<file path="config.mk">
export PLATFORM = sky130hd
export DESIGN_NAME = xal_ext_alu
export DESIGN_NICKNAME = d
export VERILOG_FILES = /design/src/include/xal_pkg.sv /design/src/xal_ext_alu.sv
export SDC_FILE = /design/constraint.sdc
export NUM_CORES = 1
export LEC_CHECK = 0
export BUFFER_PORTS_ARGS = -buffer_cell sky130_fd_sc_hd__buf_2
export CORE_MARGIN = 3
export CORE_UTILIZATION = 63
export CTS_CLUSTER_SIZE = 14
export DETAILED_ROUTE_END_ITERATION = 10
export PLACE_DENSITY = 0.91
export SYNTH_ARGS = -nofsm -noshare
export SYNTH_HDL_FRONTEND = slang
export SYNTH_SLANG_ARGS = --single-unit
</file>
<file path="constraint.sdc">
create_clock -name CORE_CLK -period 5.9 [get_ports CORE_CLK]
set_clock_uncertainty 0.1 [all_clocks]
set_input_delay 0 -clock CORE_CLK [delete_from_list [all_inputs] [get_ports CORE_CLK]]
set_output_delay 0 -clock CORE_CLK [all_outputs]
set_load 0.01 [all_outputs]
</file>
<file path="src/include/xal_pkg.sv">
// How it works
// RULE_01: every operand address carries the full section and offset, never a bank.
// RULE_02: add with carry sums acc, operand and carry; five arithmetic flags update.
// RULE_03: plain add sums acc and operand; same five arithmetic flags update.
// RULE_04: and of acc and operand to chosen target; only zero flag updates.
// RULE_05: or of acc and operand to chosen target; only zero flag updates.
// RULE_06: clear byte writes zero to memory; flags untouched.
// RULE_07: clear bit zeroes one selected bit, keeps others; flags untouched.
// RULE_08: complement of operand to memory or acc; zero flag updates.
// RULE_09: decimal adjust adds six per nibble over nine or flagged; result to memory.
// RULE_10: decimal adjust may change only carry, marking a sum beyond two digits.
// RULE_11: decrement operand by one to memory or acc; zero flag updates.
// RULE_12: increment operand by one to memory or acc; zero flag updates.
// RULE_13: move memory to acc, no flag changes.
// RULE_14: move acc to memory, no flag changes.
// RULE_15: rotate left, bit 7 into bit 0, carry untouched.
// RULE_16: rotate left through carry: bit 7 to carry, old carry to bit 0.
// RULE_17: rotate right, bit 0 into bit 7, no flag changes.
// RULE_18: rotate right through carry: bit 0 to carry, old carry to bit 7.
// RULE_19: acc-target variants never write the memory byte.
// RULE_20: subtract with borrow: acc minus operand minus inverted carry; six flags update.
// RULE_21: subtract with borrow clears carry on negative, sets it on zero or positive.
// RULE_22: memory form of subtract with borrow writes difference back to memory.
// RULE_23: eight-bit operands, wrap modulo 256, carry from bit beyond msb.
package xal_pkg;

    localparam int          DATA_W       = 8;
    localparam logic [7:0]  ACC_RST      = 8'h00;
    localparam logic [7:0]  ZERO_BYTE    = 8'h00;
    localparam logic [7:0]  ONE_BYTE     = 8'h01;
    localparam logic [7:0]  DAA_LO_ADJ   = 8'h06;
    localparam logic [7:0]  DAA_HI_ADJ   = 8'h60;
    localparam logic [3:0]  BCD_MAX      = 4'h9;

    // operation codes presented by the sequencer
    typedef enum logic [4:0] {
        OP_ADD_CARRY_TO_ACC  = 5'h00, OP_ADD_CARRY_TO_MEM = 5'h01,
        OP_ADD_TO_ACC        = 5'h02, OP_ADD_TO_MEM       = 5'h03,
        OP_AND_TO_ACC        = 5'h04, OP_AND_TO_MEM       = 5'h05,
        OP_OR_TO_ACC         = 5'h06, OP_OR_TO_MEM        = 5'h07,
        OP_CLEAR_BYTE        = 5'h08, OP_CLEAR_BIT        = 5'h09,
        OP_COMPLEMENT_MEM    = 5'h0A, OP_COMPLEMENT_TO_ACC = 5'h0B,
        OP_DECIMAL_ADJUST    = 5'h0C, OP_DECREMENT_MEM    = 5'h0D,
        OP_DECREMENT_TO_ACC  = 5'h0E, OP_INCREMENT_MEM    = 5'h0F,
        OP_INCREMENT_TO_ACC  = 5'h10, OP_MOVE_TO_ACC      = 5'h11,
        OP_MOVE_TO_MEM       = 5'h12, OP_ROTATE_LEFT      = 5'h13,
        OP_ROTATE_LEFT_TO_ACC = 5'h14, OP_ROTATE_LEFT_CARRY = 5'h15,
        OP_ROTATE_LEFT_CARRY_TO_ACC = 5'h16, OP_ROTATE_RIGHT = 5'h17,
        OP_ROTATE_RIGHT_TO_ACC = 5'h18, OP_ROTATE_RIGHT_CARRY = 5'h19,
        OP_ROTATE_RIGHT_CARRY_TO_ACC = 5'h1A, OP_SUBTRACT_BORROW_TO_ACC = 5'h1B,
        OP_SUBTRACT_BORROW_TO_MEM = 5'h1C
    } xal_op_e;

    // status flags held by the block
    typedef struct packed {
        logic chained_zero_flag;
        logic sign_compare_flag;
        logic signed_wrap_flag;
        logic half_carry_flag;
        logic zero;
        logic carry;
    } xal_flags_s;

    localparam xal_flags_s FLAGS_RST = '0;

    // one request from the sequencer
    typedef struct packed {
        xal_op_e    op;
        logic [2:0] bit_sel;
    } xal_req_s;

    // adder result with its two carries
    typedef struct packed {
        logic       carry;
        logic       half;
        logic [7:0] sum;
    } xal_sum_s;

endpackage : xal_pkg

</file>
<file path="src/xal_ext_alu.sv">
`timescale 1ns/1ps
module xal_ext_alu #(
    parameter int ADDR_W = 12
) (
    input  wire logic               CORE_CLK,
    input  wire logic               RESET_N,
    input  wire logic               OP_VALID,
    output logic                    OP_READY,
    input  wire xal_pkg::xal_req_s  OP_REQ,
    input  wire logic [ADDR_W-1:0]  OP_ADDR,
    output logic [ADDR_W-1:0]       MEM_ADDR,
    output logic                    MEM_RD,
    input  wire logic [7:0]         MEM_RDATA,
    output logic                    MEM_WR,
    output logic [7:0]              MEM_WDATA,
    output logic [7:0]              ACC,
    output xal_pkg::xal_flags_s     FLAGS,
    output logic                    OP_DONE
);

    typedef enum logic [1:0] {
        ST_IDLE = 2'b00,
        ST_READ = 2'b01,
        ST_EXEC = 2'b10
    } xal_state_e;

    ////////////////////////////////////////////////////////////////////////////////
    // helpers

    // 8-bit add with carry-in; also serves subtract with the operand inverted
    function automatic xal_pkg::xal_sum_s add8(input logic [7:0] a, input logic [7:0] b,
                                               input logic cin);
        logic [8:0] full;
        logic [4:0] low;
        full = {1'b0, a} + {1'b0, b} + {8'h00, cin};
        low  = {1'b0, a[3:0]} + {1'b0, b[3:0]} + {4'h0, cin};
        return '{carry: full[8], half: low[4], sum: full[7:0]};
    endfunction : add8

    // signed overflow of a + b giving r
    function automatic logic wrap8(input logic [7:0] a, input logic [7:0] b,
                                   input logic [7:0] r);
        return (a[7] == b[7]) && (r[7] != a[7]);
    endfunction : wrap8

    // memory-target variants, everything else lands in the accumulator
    function automatic logic to_mem(input xal_pkg::xal_op_e op);
        case (op)
            xal_pkg::OP_ADD_CARRY_TO_MEM, xal_pkg::OP_ADD_TO_MEM,
            xal_pkg::OP_AND_TO_MEM, xal_pkg::OP_OR_TO_MEM,
            xal_pkg::OP_CLEAR_BYTE, xal_pkg::OP_CLEAR_BIT,
            xal_pkg::OP_COMPLEMENT_MEM, xal_pkg::OP_DECIMAL_ADJUST,
            xal_pkg::OP_DECREMENT_MEM, xal_pkg::OP_INCREMENT_MEM,
            xal_pkg::OP_MOVE_TO_MEM, xal_pkg::OP_ROTATE_LEFT,
            xal_pkg::OP_ROTATE_LEFT_CARRY, xal_pkg::OP_ROTATE_RIGHT,
            xal_pkg::OP_ROTATE_RIGHT_CARRY, xal_pkg::OP_SUBTRACT_BORROW_TO_MEM:
                return 1'b1;
            default:
                return 1'b0;
        endcase
    endfunction : to_mem

    // ops that never look at the memory operand skip the read cycle
    function automatic logic needs_read(input xal_pkg::xal_op_e op);
        return !(op == xal_pkg::OP_CLEAR_BYTE || op == xal_pkg::OP_MOVE_TO_MEM ||
                 op == xal_pkg::OP_DECIMAL_ADJUST);
    endfunction : needs_read

    ////////////////////////////////////////////////////////////////////////////////
    // sequencing

    xal_state_e          st_q;
    xal_pkg::xal_req_s   req_q;
    logic [ADDR_W-1:0]   addr_q;
    logic                mem_rd_q;
    logic                mem_wr_q;
    logic [7:0]          mem_wdata_q;
    logic [7:0]          acc_q;
    xal_pkg::xal_flags_s flags_q;
    logic                done_q;
    logic                accept;

    assign accept   = OP_VALID && OP_READY;
    assign OP_READY = (st_q == ST_IDLE);
    assign MEM_ADDR = addr_q;
    assign MEM_RD   = mem_rd_q;
    assign MEM_WR   = mem_wr_q;
    assign MEM_WDATA = mem_wdata_q;
    assign ACC      = acc_q;
    assign FLAGS    = flags_q;
    assign OP_DONE  = done_q;

    // state walk: idle, optional read, one execute cycle
    always_ff @(posedge CORE_CLK or negedge RESET_N)
    begin
        if (!RESET_N)
            st_q <= ST_IDLE;
        else
        begin
            case (st_q)
                ST_IDLE: if (accept) st_q <= needs_read(OP_REQ.op) ? ST_READ : ST_EXEC;
                ST_READ: st_q <= ST_EXEC;
                ST_EXEC: st_q <= ST_IDLE;
                default: st_q <= ST_IDLE;
            endcase
        end
    end

    // request and full data-memory address held for the whole operation
    always_ff @(posedge CORE_CLK or negedge RESET_N)
    begin
        if (!RESET_N)
        begin
            req_q  <= '{op: xal_pkg::OP_MOVE_TO_ACC, bit_sel: 3'h0};
            addr_q <= '0;
        end
        else if (accept)
        begin
            req_q  <= OP_REQ;
            addr_q <= OP_ADDR; // see RULE_01
        end
    end

    // read strobe high for exactly the read cycle; data arrives one cycle later
    always_ff @(posedge CORE_CLK or negedge RESET_N)
    begin
        if (!RESET_N)
            mem_rd_q <= 1'b0;
        else
            mem_rd_q <= accept && needs_read(OP_REQ.op);
    end

    ////////////////////////////////////////////////////////////////////////////////
    // datapath

    xal_pkg::xal_sum_s   add_res;
    xal_pkg::xal_sum_s   sub_res;
    logic [7:0]          m;
    logic [7:0]          res;
    logic [7:0]          daa_adj;
    logic                daa_hi;
    xal_pkg::xal_flags_s flags_d;

    assign m = MEM_RDATA;

    // carry-in is zero for the plain add; the borrow form adds ~m plus carry
    assign add_res = add8(acc_q, m, (req_q.op == xal_pkg::OP_ADD_CARRY_TO_ACC ||
                                    req_q.op == xal_pkg::OP_ADD_CARRY_TO_MEM) &&
                                    flags_q.carry); // see RULE_02 RULE_03 RULE_23
    assign sub_res = add8(acc_q, ~m, flags_q.carry); // see RULE_20 RULE_21

    // decimal adjust looks only at the accumulator and the two carries
    assign daa_hi  = (acc_q[7:4] > xal_pkg::BCD_MAX) || flags_q.carry;
    assign daa_adj = (((acc_q[3:0] > xal_pkg::BCD_MAX) || flags_q.half_carry_flag) ?
                      xal_pkg::DAA_LO_ADJ : xal_pkg::ZERO_BYTE) |
                     (daa_hi ? xal_pkg::DAA_HI_ADJ : xal_pkg::ZERO_BYTE); // see RULE_09

    // result and next flags; untouched flags keep their value by default
    always_comb
    begin
        res     = m;
        flags_d = flags_q;
        case (req_q.op)
            xal_pkg::OP_ADD_CARRY_TO_ACC, xal_pkg::OP_ADD_CARRY_TO_MEM,
            xal_pkg::OP_ADD_TO_ACC, xal_pkg::OP_ADD_TO_MEM:
            begin
                res = add_res.sum; // see RULE_02 RULE_03
                flags_d.carry             = add_res.carry;
                flags_d.half_carry_flag   = add_res.half;
                flags_d.signed_wrap_flag  = wrap8(acc_q, m, res);
                flags_d.zero              = (res == xal_pkg::ZERO_BYTE);
                flags_d.sign_compare_flag = flags_d.signed_wrap_flag ^ res[7];
            end
            xal_pkg::OP_SUBTRACT_BORROW_TO_ACC, xal_pkg::OP_SUBTRACT_BORROW_TO_MEM:
            begin
                res = sub_res.sum; // see RULE_20 RULE_22
                flags_d.carry             = sub_res.carry; // see RULE_21
                flags_d.half_carry_flag   = sub_res.half;
                flags_d.signed_wrap_flag  = wrap8(acc_q, ~m, res);
                flags_d.zero              = (res == xal_pkg::ZERO_BYTE);
                flags_d.sign_compare_flag = flags_d.signed_wrap_flag ^ res[7];
                // zero across a chain of bytes: previous bytes must be zero too
                flags_d.chained_zero_flag = flags_d.zero && flags_q.chained_zero_flag;
            end
            xal_pkg::OP_AND_TO_ACC, xal_pkg::OP_AND_TO_MEM:
            begin
                res = acc_q & m; // see RULE_04
                flags_d.zero = (res == xal_pkg::ZERO_BYTE);
            end
            xal_pkg::OP_OR_TO_ACC, xal_pkg::OP_OR_TO_MEM:
            begin
                res = acc_q | m; // see RULE_05
                flags_d.zero = (res == xal_pkg::ZERO_BYTE);
            end
            xal_pkg::OP_CLEAR_BYTE:
                res = xal_pkg::ZERO_BYTE; // see RULE_06
            xal_pkg::OP_CLEAR_BIT:
                res = m & ~(xal_pkg::ONE_BYTE << req_q.bit_sel); // see RULE_07
            xal_pkg::OP_COMPLEMENT_MEM, xal_pkg::OP_COMPLEMENT_TO_ACC:
            begin
                res = ~m; // see RULE_08
                flags_d.zero = (res == xal_pkg::ZERO_BYTE);
            end
            xal_pkg::OP_DECIMAL_ADJUST:
            begin
                res = acc_q + daa_adj; // see RULE_09 RULE_23
                // a high digit past 9 forces the carry so multi-byte bcd can continue
                flags_d.carry = flags_q.carry || daa_hi; // see RULE_10
            end
            xal_pkg::OP_DECREMENT_MEM, xal_pkg::OP_DECREMENT_TO_ACC:
            begin
                res = m - xal_pkg::ONE_BYTE; // see RULE_11
                flags_d.zero = (res == xal_pkg::ZERO_BYTE);
            end
            xal_pkg::OP_INCREMENT_MEM, xal_pkg::OP_INCREMENT_TO_ACC:
            begin
                res = m + xal_pkg::ONE_BYTE; // see RULE_12
                flags_d.zero = (res == xal_pkg::ZERO_BYTE);
            end
            xal_pkg::OP_MOVE_TO_ACC:
                res = m; // see RULE_13
            xal_pkg::OP_MOVE_TO_MEM:
                res = acc_q; // see RULE_14
            xal_pkg::OP_ROTATE_LEFT, xal_pkg::OP_ROTATE_LEFT_TO_ACC:
                res = {m[6:0], m[7]}; // see RULE_15
            xal_pkg::OP_ROTATE_LEFT_CARRY, xal_pkg::OP_ROTATE_LEFT_CARRY_TO_ACC:
            begin
                res = {m[6:0], flags_q.carry}; // see RULE_16
                flags_d.carry = m[7];
            end
            xal_pkg::OP_ROTATE_RIGHT, xal_pkg::OP_ROTATE_RIGHT_TO_ACC:
                res = {m[0], m[7:1]}; // see RULE_17
            xal_pkg::OP_ROTATE_RIGHT_CARRY, xal_pkg::OP_ROTATE_RIGHT_CARRY_TO_ACC:
            begin
                res = {flags_q.carry, m[7:1]}; // see RULE_18
                flags_d.carry = m[0];
            end
            default:
                res = m;
        endcase
    end

    ////////////////////////////////////////////////////////////////////////////////
    // result write-back

    // accumulator updates only for acc-target ops, in the execute cycle
    always_ff @(posedge CORE_CLK or negedge RESET_N)
    begin
        if (!RESET_N)
            acc_q <= xal_pkg::ACC_RST;
        else if (st_q == ST_EXEC && !to_mem(req_q.op))
            acc_q <= res;
    end

    // flags commit with the result
    always_ff @(posedge CORE_CLK or negedge RESET_N)
    begin
        if (!RESET_N)
            flags_q <= xal_pkg::FLAGS_RST;
        else if (st_q == ST_EXEC)
            flags_q <= flags_d;
    end

    // memory write is a one-cycle strobe after execute; acc targets never write
    always_ff @(posedge CORE_CLK or negedge RESET_N)
    begin
        if (!RESET_N)
        begin
            mem_wr_q    <= 1'b0;
            mem_wdata_q <= xal_pkg::ZERO_BYTE;
            done_q      <= 1'b0;
        end
        else
        begin
            mem_wr_q <= (st_q == ST_EXEC) && to_mem(req_q.op); // see RULE_19
            done_q   <= (st_q == ST_EXEC);
            if (st_q == ST_EXEC)
                mem_wdata_q <= res;
        end
    end

    ////////////////////////////////////////////////////////////////////////////////
    // checks

    acc_no_write_a: assert property (@(posedge CORE_CLK) disable iff (!RESET_N) // see RULE_19
        (st_q == ST_EXEC && !to_mem(req_q.op)) |=> !MEM_WR)
        else $error("acc-target op wrote memory");

    add_sum_a: assert property (@(posedge CORE_CLK) disable iff (!RESET_N) // see RULE_03
        (st_q == ST_EXEC && req_q.op == xal_pkg::OP_ADD_TO_ACC)
        |=> ACC == 8'($past(acc_q) + $past(MEM_RDATA)))
        else $error("plain add result wrong");

    adc_carry_a: assert property (@(posedge CORE_CLK) disable iff (!RESET_N) // see RULE_02
        (st_q == ST_EXEC && req_q.op == xal_pkg::OP_ADD_CARRY_TO_MEM)
        |=> MEM_WR && FLAGS.carry == (({1'b0, $past(acc_q)} + {1'b0, $past(MEM_RDATA)}
             + {8'h00, $past(flags_q.carry)}) > 9'h0FF))
        else $error("add with carry carry-out wrong");

    sbc_carry_a: assert property (@(posedge CORE_CLK) disable iff (!RESET_N) // see RULE_21
        (st_q == ST_EXEC && req_q.op == xal_pkg::OP_SUBTRACT_BORROW_TO_ACC)
        |=> FLAGS.carry == ({1'b0, $past(acc_q)} >= ({1'b0, $past(MEM_RDATA)}
             + {8'h00, !$past(flags_q.carry)})))
        else $error("borrow carry sense wrong");

    sbc_mem_a: assert property (@(posedge CORE_CLK) disable iff (!RESET_N) // see RULE_22
        (st_q == ST_EXEC && req_q.op == xal_pkg::OP_SUBTRACT_BORROW_TO_MEM)
        |=> MEM_WR && MEM_WDATA == 8'($past(acc_q) - $past(MEM_RDATA)
             - {7'h00, !$past(flags_q.carry)}))
        else $error("borrow difference to memory wrong");

    clr_flags_a: assert property (@(posedge CORE_CLK) disable iff (!RESET_N) // see RULE_06
        (st_q == ST_EXEC && req_q.op == xal_pkg::OP_CLEAR_BYTE)
        |=> MEM_WR && MEM_WDATA == 8'h00 && $stable(FLAGS))
        else $error("clear byte wrong");

    daa_only_c_a: assert property (@(posedge CORE_CLK) disable iff (!RESET_N) // see RULE_10
        (st_q == ST_EXEC && req_q.op == xal_pkg::OP_DECIMAL_ADJUST)
        |=> FLAGS[5:1] == $past(flags_q[5:1]) && ACC == $past(acc_q))
        else $error("decimal adjust disturbed other state");

    rlc_carry_a: assert property (@(posedge CORE_CLK) disable iff (!RESET_N) // see RULE_16
        (st_q == ST_EXEC && req_q.op == xal_pkg::OP_ROTATE_LEFT_CARRY_TO_ACC)
        |=> FLAGS.carry == $past(MEM_RDATA[7]) && ACC[0] == $past(flags_q.carry))
        else $error("rotate through carry wrong");

    rr_wrap_a: assert property (@(posedge CORE_CLK) disable iff (!RESET_N) // see RULE_17
        (st_q == ST_EXEC && req_q.op == xal_pkg::OP_ROTATE_RIGHT)
        |=> MEM_WDATA[7] == $past(MEM_RDATA[0]) && $stable(FLAGS))
        else $error("rotate right wrong");

    read_then_exec_a: assert property (@(posedge CORE_CLK) disable iff (!RESET_N) // see RULE_01
        (accept && needs_read(OP_REQ.op)) |=> MEM_RD && MEM_ADDR == $past(OP_ADDR)
        ##1 !MEM_RD && st_q == ST_EXEC ##1 OP_DONE)
        else $error("read sequence wrong");

endmodule : xal_ext_alu

</file>
Word-level counts from Yosys, hierarchy flattened

Memory sizes are Yosys's and may differ from the RTL's.
Index checks and enable logic that the tools add are counted.

Memories: 2
Bits in read-only memories: 64
Output and inout port bits: 38
Register bits: 47
Input port bits: 31

Bitwise logic cells: 8
Muxes and demuxes: 9
Add/sub/neg operators: 11
Equality and inequality tests: 37
Reductions and logical operators: 43
Magnitude comparators: 2
Shift-type cells: 1

Memory list:

| memory          | depth | bits a word | rd ports | clocked after Yosys merged registers in | write ports | line              | text |
|---|---|---|---|---|---|---|---|
| (no name shown) | 32    | 1           | 1        | 0                                       | 0           | xal_ext_alu.sv:48 | `case (op)` |
| (no name shown) | 32    | 1           | 1        | 0                                       | 0           | xal_ext_alu.sv:48 |  |

Operators with widths:

| operator            | number |
|---|---|
| $pmux 8 s15         | 1 |
| $eq 5x5->1 const B  | 13 |
| $logic_not 8->1     | 7 |
| $eq 5x4->1 const B  | 10 |
| $eq 5x3->1 const B  | 4 |
| $reduce_or 2->1     | 10 |
| $add 8x8->9         | 2 |
| $add 9x1->9         | 2 |
| $and 8x8->8         | 2 |
| $not 8->8           | 2 |
| $add 4x4->5         | 2 |
| $add 5x1->5         | 2 |
| $eq 5x2->1 const B  | 2 |
| $add 8x1->8 const B | 1 |
| $add 8x7->8         | 1 |
| $gt 4x4->1 const B  | 2 |
| $logic_and 1x1->1   | 8 |
| $or 8x8->8          | 1 |
| $reduce_and 2->1    | 4 |
| $shl 1x3->8 const A | 1 |
| $sub 8x1->8 const B | 1 |
| $mux 7              | 1 |
| $or 3x7->7          | 1 |
| $pmux 1 s7          | 1 |
| other kinds (20)    | 30 |

Logic depth before layout (Yosys ltp)

Gate-level depths: netlist (run 1).

Word-level depth: 8
Depth in mapped cells: 14

Worst setup path before layout (run 1)

OpenSTA, ideal clock, no wires.

Path type: flip-flop to flip-flop
Start: register req_q[4] (netlist name)
End: register flags_q (netlist bit FLAGS[1])
Stages on the path, launching flop included: 15
Period minus slack after synthesis: 3,797 ps
Library setup time: 82 ps
Slack: 2,103 ps
Arrival: 3,615 ps
Path buffers: 4
Data required time: 5,718 ps
Path through: dfrtp_1 buf_6 clkbuf_1 clkbuf_1 clkbuf_1 nor3_1 fa_1 fa_1 a21o_1 a21oi_1 xnor2_1 nor4_1 nand4_1 or3b_2 a31oi_1

Longest elaborated chain between the ends: 6
Elaborated cells on any way between the ends: 30
Classes of those cells: add/sub: 1; eq/ne: 15; mux: 1; reduce/logical: 13

RTL lines:

| element                                              | line                                                       | text |
|---|---|---|
| start, declared                                      | xal_ext_alu.sv:73                                          | `xal_pkg::xal_req_s req_q;` |
| start signal, assigned                               | xal_ext_alu.sv:114                                         | `req_q <= '{op: xal_pkg::OP_MOVE_TO_ACC, bit_sel: 3'h0};` |
| $eq 5x1->1 / $logic_not 5->1 (equally long branches) | xal_ext_alu.sv:148, xal_ext_alu.sv:163, xal_ext_alu.sv:147 |  |
| $logic_or 1x1->1                                     | xal_ext_alu.sv:147                                         | `assign add_res = add8(acc_q, m, (req_q.op == xal_pkg::OP_ADD_CARRY_TO_ACC \|\|` |
| $logic_and 1x1->1                                    | xal_ext_alu.sv:148                                         | `req_q.op == xal_pkg::OP_ADD_CARRY_TO_MEM) &&` |
| $add 9x1->9                                          | xal_ext_alu.sv:35                                          | `full = {1'b0, a} + {1'b0, b} + {8'h00, cin};` |
| $logic_not 8->1                                      | xal_ext_alu.sv:171                                         | `flags_d.zero = (res == xal_pkg::ZERO_BYTE);` |
| $pmux 1 s7                                           | xal_ext_alu.sv:163                                         | `case (req_q.op)` |
| end signal, assigned                                 | xal_ext_alu.sv:259                                         | `flags_q <= xal_pkg::FLAGS_RST;` |
| end signal, assigned                                 | xal_ext_alu.sv:261                                         | `flags_q <= flags_d;` |
| end, declared                                        | xal_ext_alu.sv:79                                          | `xal_pkg::xal_flags_s flags_q;` |

Parallel ways exist; a longest one is shown, timed or not.
A chain may end at the register's enable or synchronous reset.

Final worst setup path (run 1)

Start: register req_q[5] (netlist name)
End: register flags_q (netlist bit FLAGS[1])

The elaborated chain is that of the path after synthesis.

==> flow_summary.ini, run 1 <==
[grt]
grt_antenna_before_repair = 0
grt_overflow = 0
grtUsageTotal_pct = 40.3
grt_pass1_vias = 4767
grt_pass1_wl_um = 26200
grt_max_degree = 48

[routing]
vias_per_cell = 7.07
drt-pass1-iter-count = 7
avgRoutedWirePerCell_um = 23.9
drt-total-wl_um = 16900
vias = 4994
drtIter0Drc = 675
post-route-drc-count = 0
ant_nets = 0

[clocking]
cts_repair_resize_count = 0
clk_pin_slew_worst_paths_ns = 0.11
cts_tree = built
h-tree-depth = 2
clock_tree.buffer_depth = 2
post_cts_buffers = 0
cts_sinks = 47
cts_inserted_buffers = 5
cts-root-buf = clkbuf_8
clk_latency_ns = 0.32

[timing]
tightestPinTransition_ns = 1.08
fin_crit_ns = 3.92
fmaxAchievable_mhz = 255
rsz0062_at_grt = false
final_hold_viol_count = 0
whs_ns = 0.124
tns_ns = 0
relSlewSlack_pct = 27.9
setup_viol = 0
final.period_utilization_pct = 66.5
slew_viol_final = 0

[synthesis]
ys.flop_type = dfrtp_1
synth-seq-cells = 47
ys_warn_count = 0
syn_avg_cell_area_um2 = 8.32
synth.cell_area_um2 = 4610
async_reset_ff_share_pct = 100
synthDistinctLibCells = 71
ys_seq_area_share_pct = 25.6
synth-edff-count = 0
syn-num-nets = 621
netlist_instances = 554

[place]
gp_congestion = 1.06
dpl.cell_count = 676
placed_area_um2 = 4890
io_buffer_count = 68
hpwl_um = 11600

[final_layout]
nets = 676
layout_common_cells = 68 x buf_2, 45 x dfrtp_1, 42 x nor2_1
post-route-util_pct = 75.7
final_common_cell = buf_2
num_antenna_cells = 0
layout-drive-gt1-share_pct = 20.3
instances_no_fill = 706
n_fill_cell = 485
stdcell_area_um2 = 5250
synthToLayoutAreaGrowth_pct = 13.9

[setup_path]
path_class = reg2reg
crit_slowest_cell = dfrtp_1
reg2reg_depth = 12
worst_ep_required_time_ns = 6.03
cp_cell_sequence = inv_1, nand3_1, nor3_1, fa_1, fa_1, a21o_1, a21oi_1, xnor2_1, nor4_1, nand4_1, or3b_2, a31oi_1
arrival_ns = 4.06
cp-startpoint = req_q[5]$_DFFE_PN0P_
path_depth = 12
cpPeakStageDelay_ns = 0.82
cp-end-kind = flip-flop
cp_num_buf_inv = 1
cp_top_family = simple AND/OR/NAND/NOR gates
r2r_end = FLAGS[1]$_DFFE_PN0P_
start_kind = flip-flop
reg2reg_from = req_q[5]$_DFFE_PN0P_
ff2ff_setup_slack_ns = 1.98
critPathCapture = FLAGS[1]$_DFFE_PN0P_
cp_max_fo = 28
cp_common_cell = fa_1

[floorplanning]
die_y_um = 91.6
io_pins = 69
rows = 30
core-area_um2 = 6940
fp.dieW_um = 91.6
die_area_um2 = 8380
start_util_pct = 66.4

[min_path]
hold_path_class = in2reg

[pwr]
power_leakage_nw = 2.25
power_density_nw_per_um2 = 490
ir_drop_v = 0.000394

[flow_run]
maxCapViolations = 0

[run_status]
status = finished, final reports clean
[worst min-delay path, stage by stage]
cell and delay [ns]:
buf_2 0.21, o32ai_2 0.18, o21ai_0 0.10
[cell families (layout without fill, tap and decap cells)]
logic type	after synthesis	after routing	share of synthesized area, %
and+or+nand+nor	187	187	21.1
AOI/OAI and AO/OA	151	151	23.1
buffers and inverters	73	129	6.48
DFF	47	47	25.6
adders and majority gates	36	36	10.6
muxes	33	33	8.00
xor gates and xnor gates	27	27	5.13
[routing by layer]
layer	share of wire (%)	wire length, um	GRT usage, %
met2	45	7550	63.7
met5	0	0	0
met3	12	2010	10.3
met4	6.1	1030	21.1
met1	37	6300	50.6
[timing repair]
item	in CTS	in global routing
hold buffers	22	0
setup endpoints to repair	0	0
hold endpoints to repair	68	0
[metrics by stage]
stage,setup WS (ns),power [mW]
after floorplan,2.10,1.66
after global placement,2.24,2.10
after detailed placement,2.10,2.14
after CTS,2.07,2.44
after global routing,1.83,2.69
final,1.98,2.58
[registers in the layout, indices dropped and copies added, names as in the netlist]
| register | cells |
|---|---|
| MEM_ADDR | 12 |
| ACC | 8 |
| MEM_WDATA | 8 |
| req_q | 8 |
| FLAGS | 6 |
| st_q | 2 |
| MEM_RD | 1 |
| MEM_WR | 1 |
| OP_DONE | 1 |
[cell usage after synthesis, types with 5 or more instances]
cell      number  area (um2)
a22oi_1        5        37.5
nand3_1       16        80.1
ha_1          31         388
xnor2_1       18         158
nor2_1        42         158
a221oi_1       9        78.8
a31oi_1        9        56.3
nor3b_1        7        52.6
inv_1         30         113
mux2_2        31         349
fa_1           5         100
xor2_1         9        78.8
o21ai_0       27         135
a21oi_1       26         130
and2_1         5        31.3
nor2b_1       13        81.3
buf_2          5        25.0
a211oi_1       7        52.6
nand4_1        7        43.8
o22ai_1       14        87.6
o21bai_1       5        37.5
nand2b_1      12        75.1
nor3_1        18        90.1
nor4_1         8        50.1
nand3b_1       7        52.6
nand2_1       37         139
dfrtp_1       45        1130
clkbuf_1      32         120
[final cells by class]
| cell class | count | area [um2] | area share [%] |
|---|---|---|---|
| clock buffers | 5 | 68.8 | 1.31 |
| clock inverters | 3 | 71.3 | 1.36 |
| flip-flops and latches | 47 | 1180 | 22.4 |
| inverters | 30 | 113 | 2.14 |
| multi-input cells | 434 | 3130 | 59.7 |
| well taps | 96 | 120 | 2.29 |
| repair buffers | 91 | 568 | 10.8 |
[worst min-delay path by stage]
stage                       startpoint                  endpoint  depth (start not counted)
after floorplan                RESET_N        ACC[0]$_DFFE_PN0P_                          0
after global placement         RESET_N  MEM_WDATA[3]$_DFFE_PN0P_                          1
after detailed placement       RESET_N      FLAGS[4]$_DFFE_PN0P_                          1
after CTS                 MEM_RDATA[5]        ACC[5]$_DFFE_PN0P_                          3
after global routing      MEM_RDATA[7]  MEM_WDATA[7]$_DFFE_PN0P_                          3
final                     MEM_RDATA[7]  MEM_WDATA[7]$_DFFE_PN0P_                          3
[report_power, final]
part           internal (mW)  switching (mW)  total [mW]  leakage, nW
Clock                  0.172           0.130       0.302       0.0703
Sequential             0.444           0.229       0.673        0.562
Combinational          0.646           0.955        1.60         1.62
Total                   1.26            1.31        2.58         2.25
Note: power is estimated with default switching activity, not from simulation.
==> run 2, diff against run 1 <==
--- a/config.mk
+++ b/config.mk
@@ -5,12 +5,13 @@
 export SDC_FILE = /design/constraint.sdc
 export NUM_CORES = 1
 export LEC_CHECK = 0
+export ABC_AREA = 1
 export BUFFER_PORTS_ARGS = -buffer_cell sky130_fd_sc_hd__buf_2
 export CORE_MARGIN = 3
-export CORE_UTILIZATION = 63
+export CORE_UTILIZATION = 59
 export CTS_CLUSTER_SIZE = 14
 export DETAILED_ROUTE_END_ITERATION = 10
-export PLACE_DENSITY = 0.91
+export PLACE_DENSITY = 0.86
 export SYNTH_ARGS = -nofsm -noshare
 export SYNTH_HDL_FRONTEND = slang
 export SYNTH_SLANG_ARGS = --single-unit
==> constraint.sdc (replaced) <==
create_clock -name CORE_CLK -period 4.1 [get_ports CORE_CLK]
set_clock_uncertainty 0.1 [all_clocks]
set_input_delay 0 -clock CORE_CLK [delete_from_list [all_inputs] [get_ports CORE_CLK]]
set_output_delay 0 -clock CORE_CLK [all_outputs]
set_load 0.01 [all_outputs]
==> run 2 against run 1 <==
Register-to-register slack lost 0.78 ns. Routed wire length grew 4.4%. Critical path depth is the same. Setup slack lost 0.78 ns. Sequential share of layout area shrank 0.41 points. Die area grew 6.1%. Area after synthesis shrank 0.22%. Cell count grew 26%. Critical endpoint is now ACC[4]$_DFFE_PN0P_.
==> flow_summary.ini, run 2 <==
[timing]
final.period_utilization_pct = 70.8
fmaxAchievable_mhz = 344
slew_viol_final = 0
final_hold_viol_count = 0
relSlewSlack_pct = 27.0
setup_slack_ns = 1.20
whs_ns = 0.0827
rsz0062_at_grt = false
tns_ns = 0
setup_viol = 0
fin_crit_ns = 2.90
tightestPinTransition_ns = 1.10

[final_layout]
multi_input_comb_area_um2 = 3010
instances_no_fill = 890
layout_common_cells = 223 x nand2_1, 87 x nor2_1, 79 x inv_1
n_fill_cell = 578
num_antenna_cells = 0
final_common_cell = nand2_1
layout-drive-gt1-share_pct = 15.4
largest_reg_flops = 12
synthToLayoutAreaGrowth_pct = 16.3
nets = 857
post-route-util_pct = 72.3
stdcell_area_um2 = 5350
seqCellArea_um2 = 1180

[synthesis]
syn-num-nets = 772
synth.most_common_cell = nand2_1
ys_warn_count = 0
synth.cell_area_um2 = 4600
ys_seq_area_share_pct = 25.6
synthDistinctLibCells = 45
synth-seq-cells = 47
synthTopCellsByArea = dfrtp_1 24%, nand2_1 18%, ha_1 8.4%
async_reset_ff_share_pct = 100
yosys.area.top_type = dfrtp_1
syn_avg_cell_area_um2 = 6.53
synth-edff-count = 0
ys.flop_type = dfrtp_1
netlist_instances = 705
synth_top_area_share_pct = 24.5
synthTopCellsByCount = 223 x nand2_1, 87 x nor2_1, 79 x inv_1

[setup_path]
reg2reg_depth = 12
crit_slowest_cell = dfstp_2
cp_max_fo = 12
cp-end-kind = flip-flop
worst_ep_required_time_ns = 4.20
arrival_ns = 3.00
r2r_end = ACC[4]$_DFFE_PN0P_
cpPeakStageDelay_ns = 0.70
cp_cell_sequence = nor4_1, fa_1, fa_1, nand3_1, nand3_1, xor2_1, nand2_1, o211ai_1, nor2_1, nand3_1, nand2_1, nand2_1
ff2ff_setup_slack_ns = 1.20
reg2reg_from = req_q[7]$_DFFE_PN1P_
start_kind = flip-flop
path_class = reg2reg

[routing]
vias_per_cell = 6.17
post-route-drc-count = 0
drt-total-wl_um = 17600
ant_nets = 0
avgRoutedWirePerCell_um = 19.8
drt-pass1-iter-count = 6
drtIter0Drc = 829
vias = 5488

[place]
placed_area_um2 = 4980
pre_cts_ws_ns = 1.31
gp_congestion = 1.06
io_buffer_count = 68
hpwl_um = 12300
dpl.cell_count = 859

[clocking]
clk_pin_slew_worst_paths_ns = 0.12
clock_tree.buffer_depth = 2
cts_tree = built
h-tree-depth = 2
cts-root-buf = clkbuf_8
post_cts_buffers = 0
cts_sinks = 47
cts_inserted_buffers = 5
clk_latency_ns = 0.32

[grt]
grt_max_degree = 48
grt_pass1_vias = 5176
top_usage_layer = met2
met2_usage_pct = 65.2
grt_pass1_wl_um = 27500
use_met3_pct = 6.65
grtUsageTotal_pct = 40.8
grt_overflow = 0
grt_use_met1_pct = 53.4
grt_antenna_before_repair = 0

[floorplanning]
core-area_um2 = 7410
die_area_um2 = 8900
rows = 31
fp.dieW_um = 94.3
die_y_um = 94.3
io_pins = 69
start_util_pct = 62.1

[flow_run]
maxCapViolations = 0

[pwr]
ir_drop_v = 0.000380
total_power_mw = 3.59
power_leakage_nw = 2.91
power_density_nw_per_um2 = 670

[min_path]
hold_path_class = in2reg
min_from = MEM_RDATA[2]
whs_path_depth = 5
min_to = MEM_WDATA[2]$_DFFE_PN0P_

[run_status]
status = finished, final reports clean
run 2: how the worst max path moves through the flow:
stage,start,end,slack (ns),depth (start not counted)
6_report,req_q[7]$_DFFE_PN1P_,ACC[4]$_DFFE_PN0P_,1.20,12
5_1_grt,req_q[7]$_DFFE_PN1P_,ACC[4]$_DFFE_PN0P_,1.01,12
4_1_cts,req_q[7]$_DFFE_PN1P_,ACC[4]$_DFFE_PN0P_,1.27,12
3_5_place_dp,req_q[7]$_DFFE_PN1P_,MEM_WDATA[4]$_DFFE_PN0P_,1.31,12
3_3_place_gp,req_q[7]$_DFFE_PN1P_,ACC[4]$_DFFE_PN0P_,1.37,12
2_1_floorplan,req_q[7]$_DFFE_PN1P_,ACC[4]$_DFFE_PN0P_,1.57,13
run 2: cells by family (layout without fill, tap and decap cells):
kind of cell | Yosys count | in the layout | synth area share (%)
simple gates | 430 | 430 | 40.7
fa+ha+maj | 36 | 36 | 10.6
compound gates | 73 | 73 | 9.68
xor+xnor | 8 | 8 | 1.52
flops | 47 | 47 | 25.6
mux | 12 | 12 | 2.94
buf+inv | 99 | 185 | 8.92
run 2: power by group:
group	leakage (nW)	internal, mW	switching, mW
clock network	0.0703	0.248	0.192
registers	0.559	0.636	0.249
logic	2.29	0.764	1.50
total	2.91	1.65	1.94
run 2: critical path: cells and delay by family, from the launching register on:
kind / cells / cell delay [ns]
compound gates: 1 / 0.08
simple gates: 8 / 0.82
xor+xnor: 1 / 0.19
flops: 1 / 0.70
fa+ha+maj: 2 / 0.92
run 2: final cells by class:
class / count / share of cell area, %
multi-input combinational: 559 / 56.3
sequential: 47 / 22.0
timing repair buffer: 92 / 10.8
inverter: 85 / 5.96
tap: 99 / 2.31
clock inverter: 3 / 1.33
clock buffer: 5 / 1.29
run 2: what timing repair did:
| item | CTS | global route |
|---|---|---|
| hold endpoints to repair | 68 | 0 |
| hold buffers | 23 | 0 |
| resized for setup | 0 | 0 |
run 2: per-layer routing:
layer,part of all wire (%),routed length (um)
met4,6.8,1210
met5,0,0
met3,11,2030
met1,38,6680
met2,44,7720
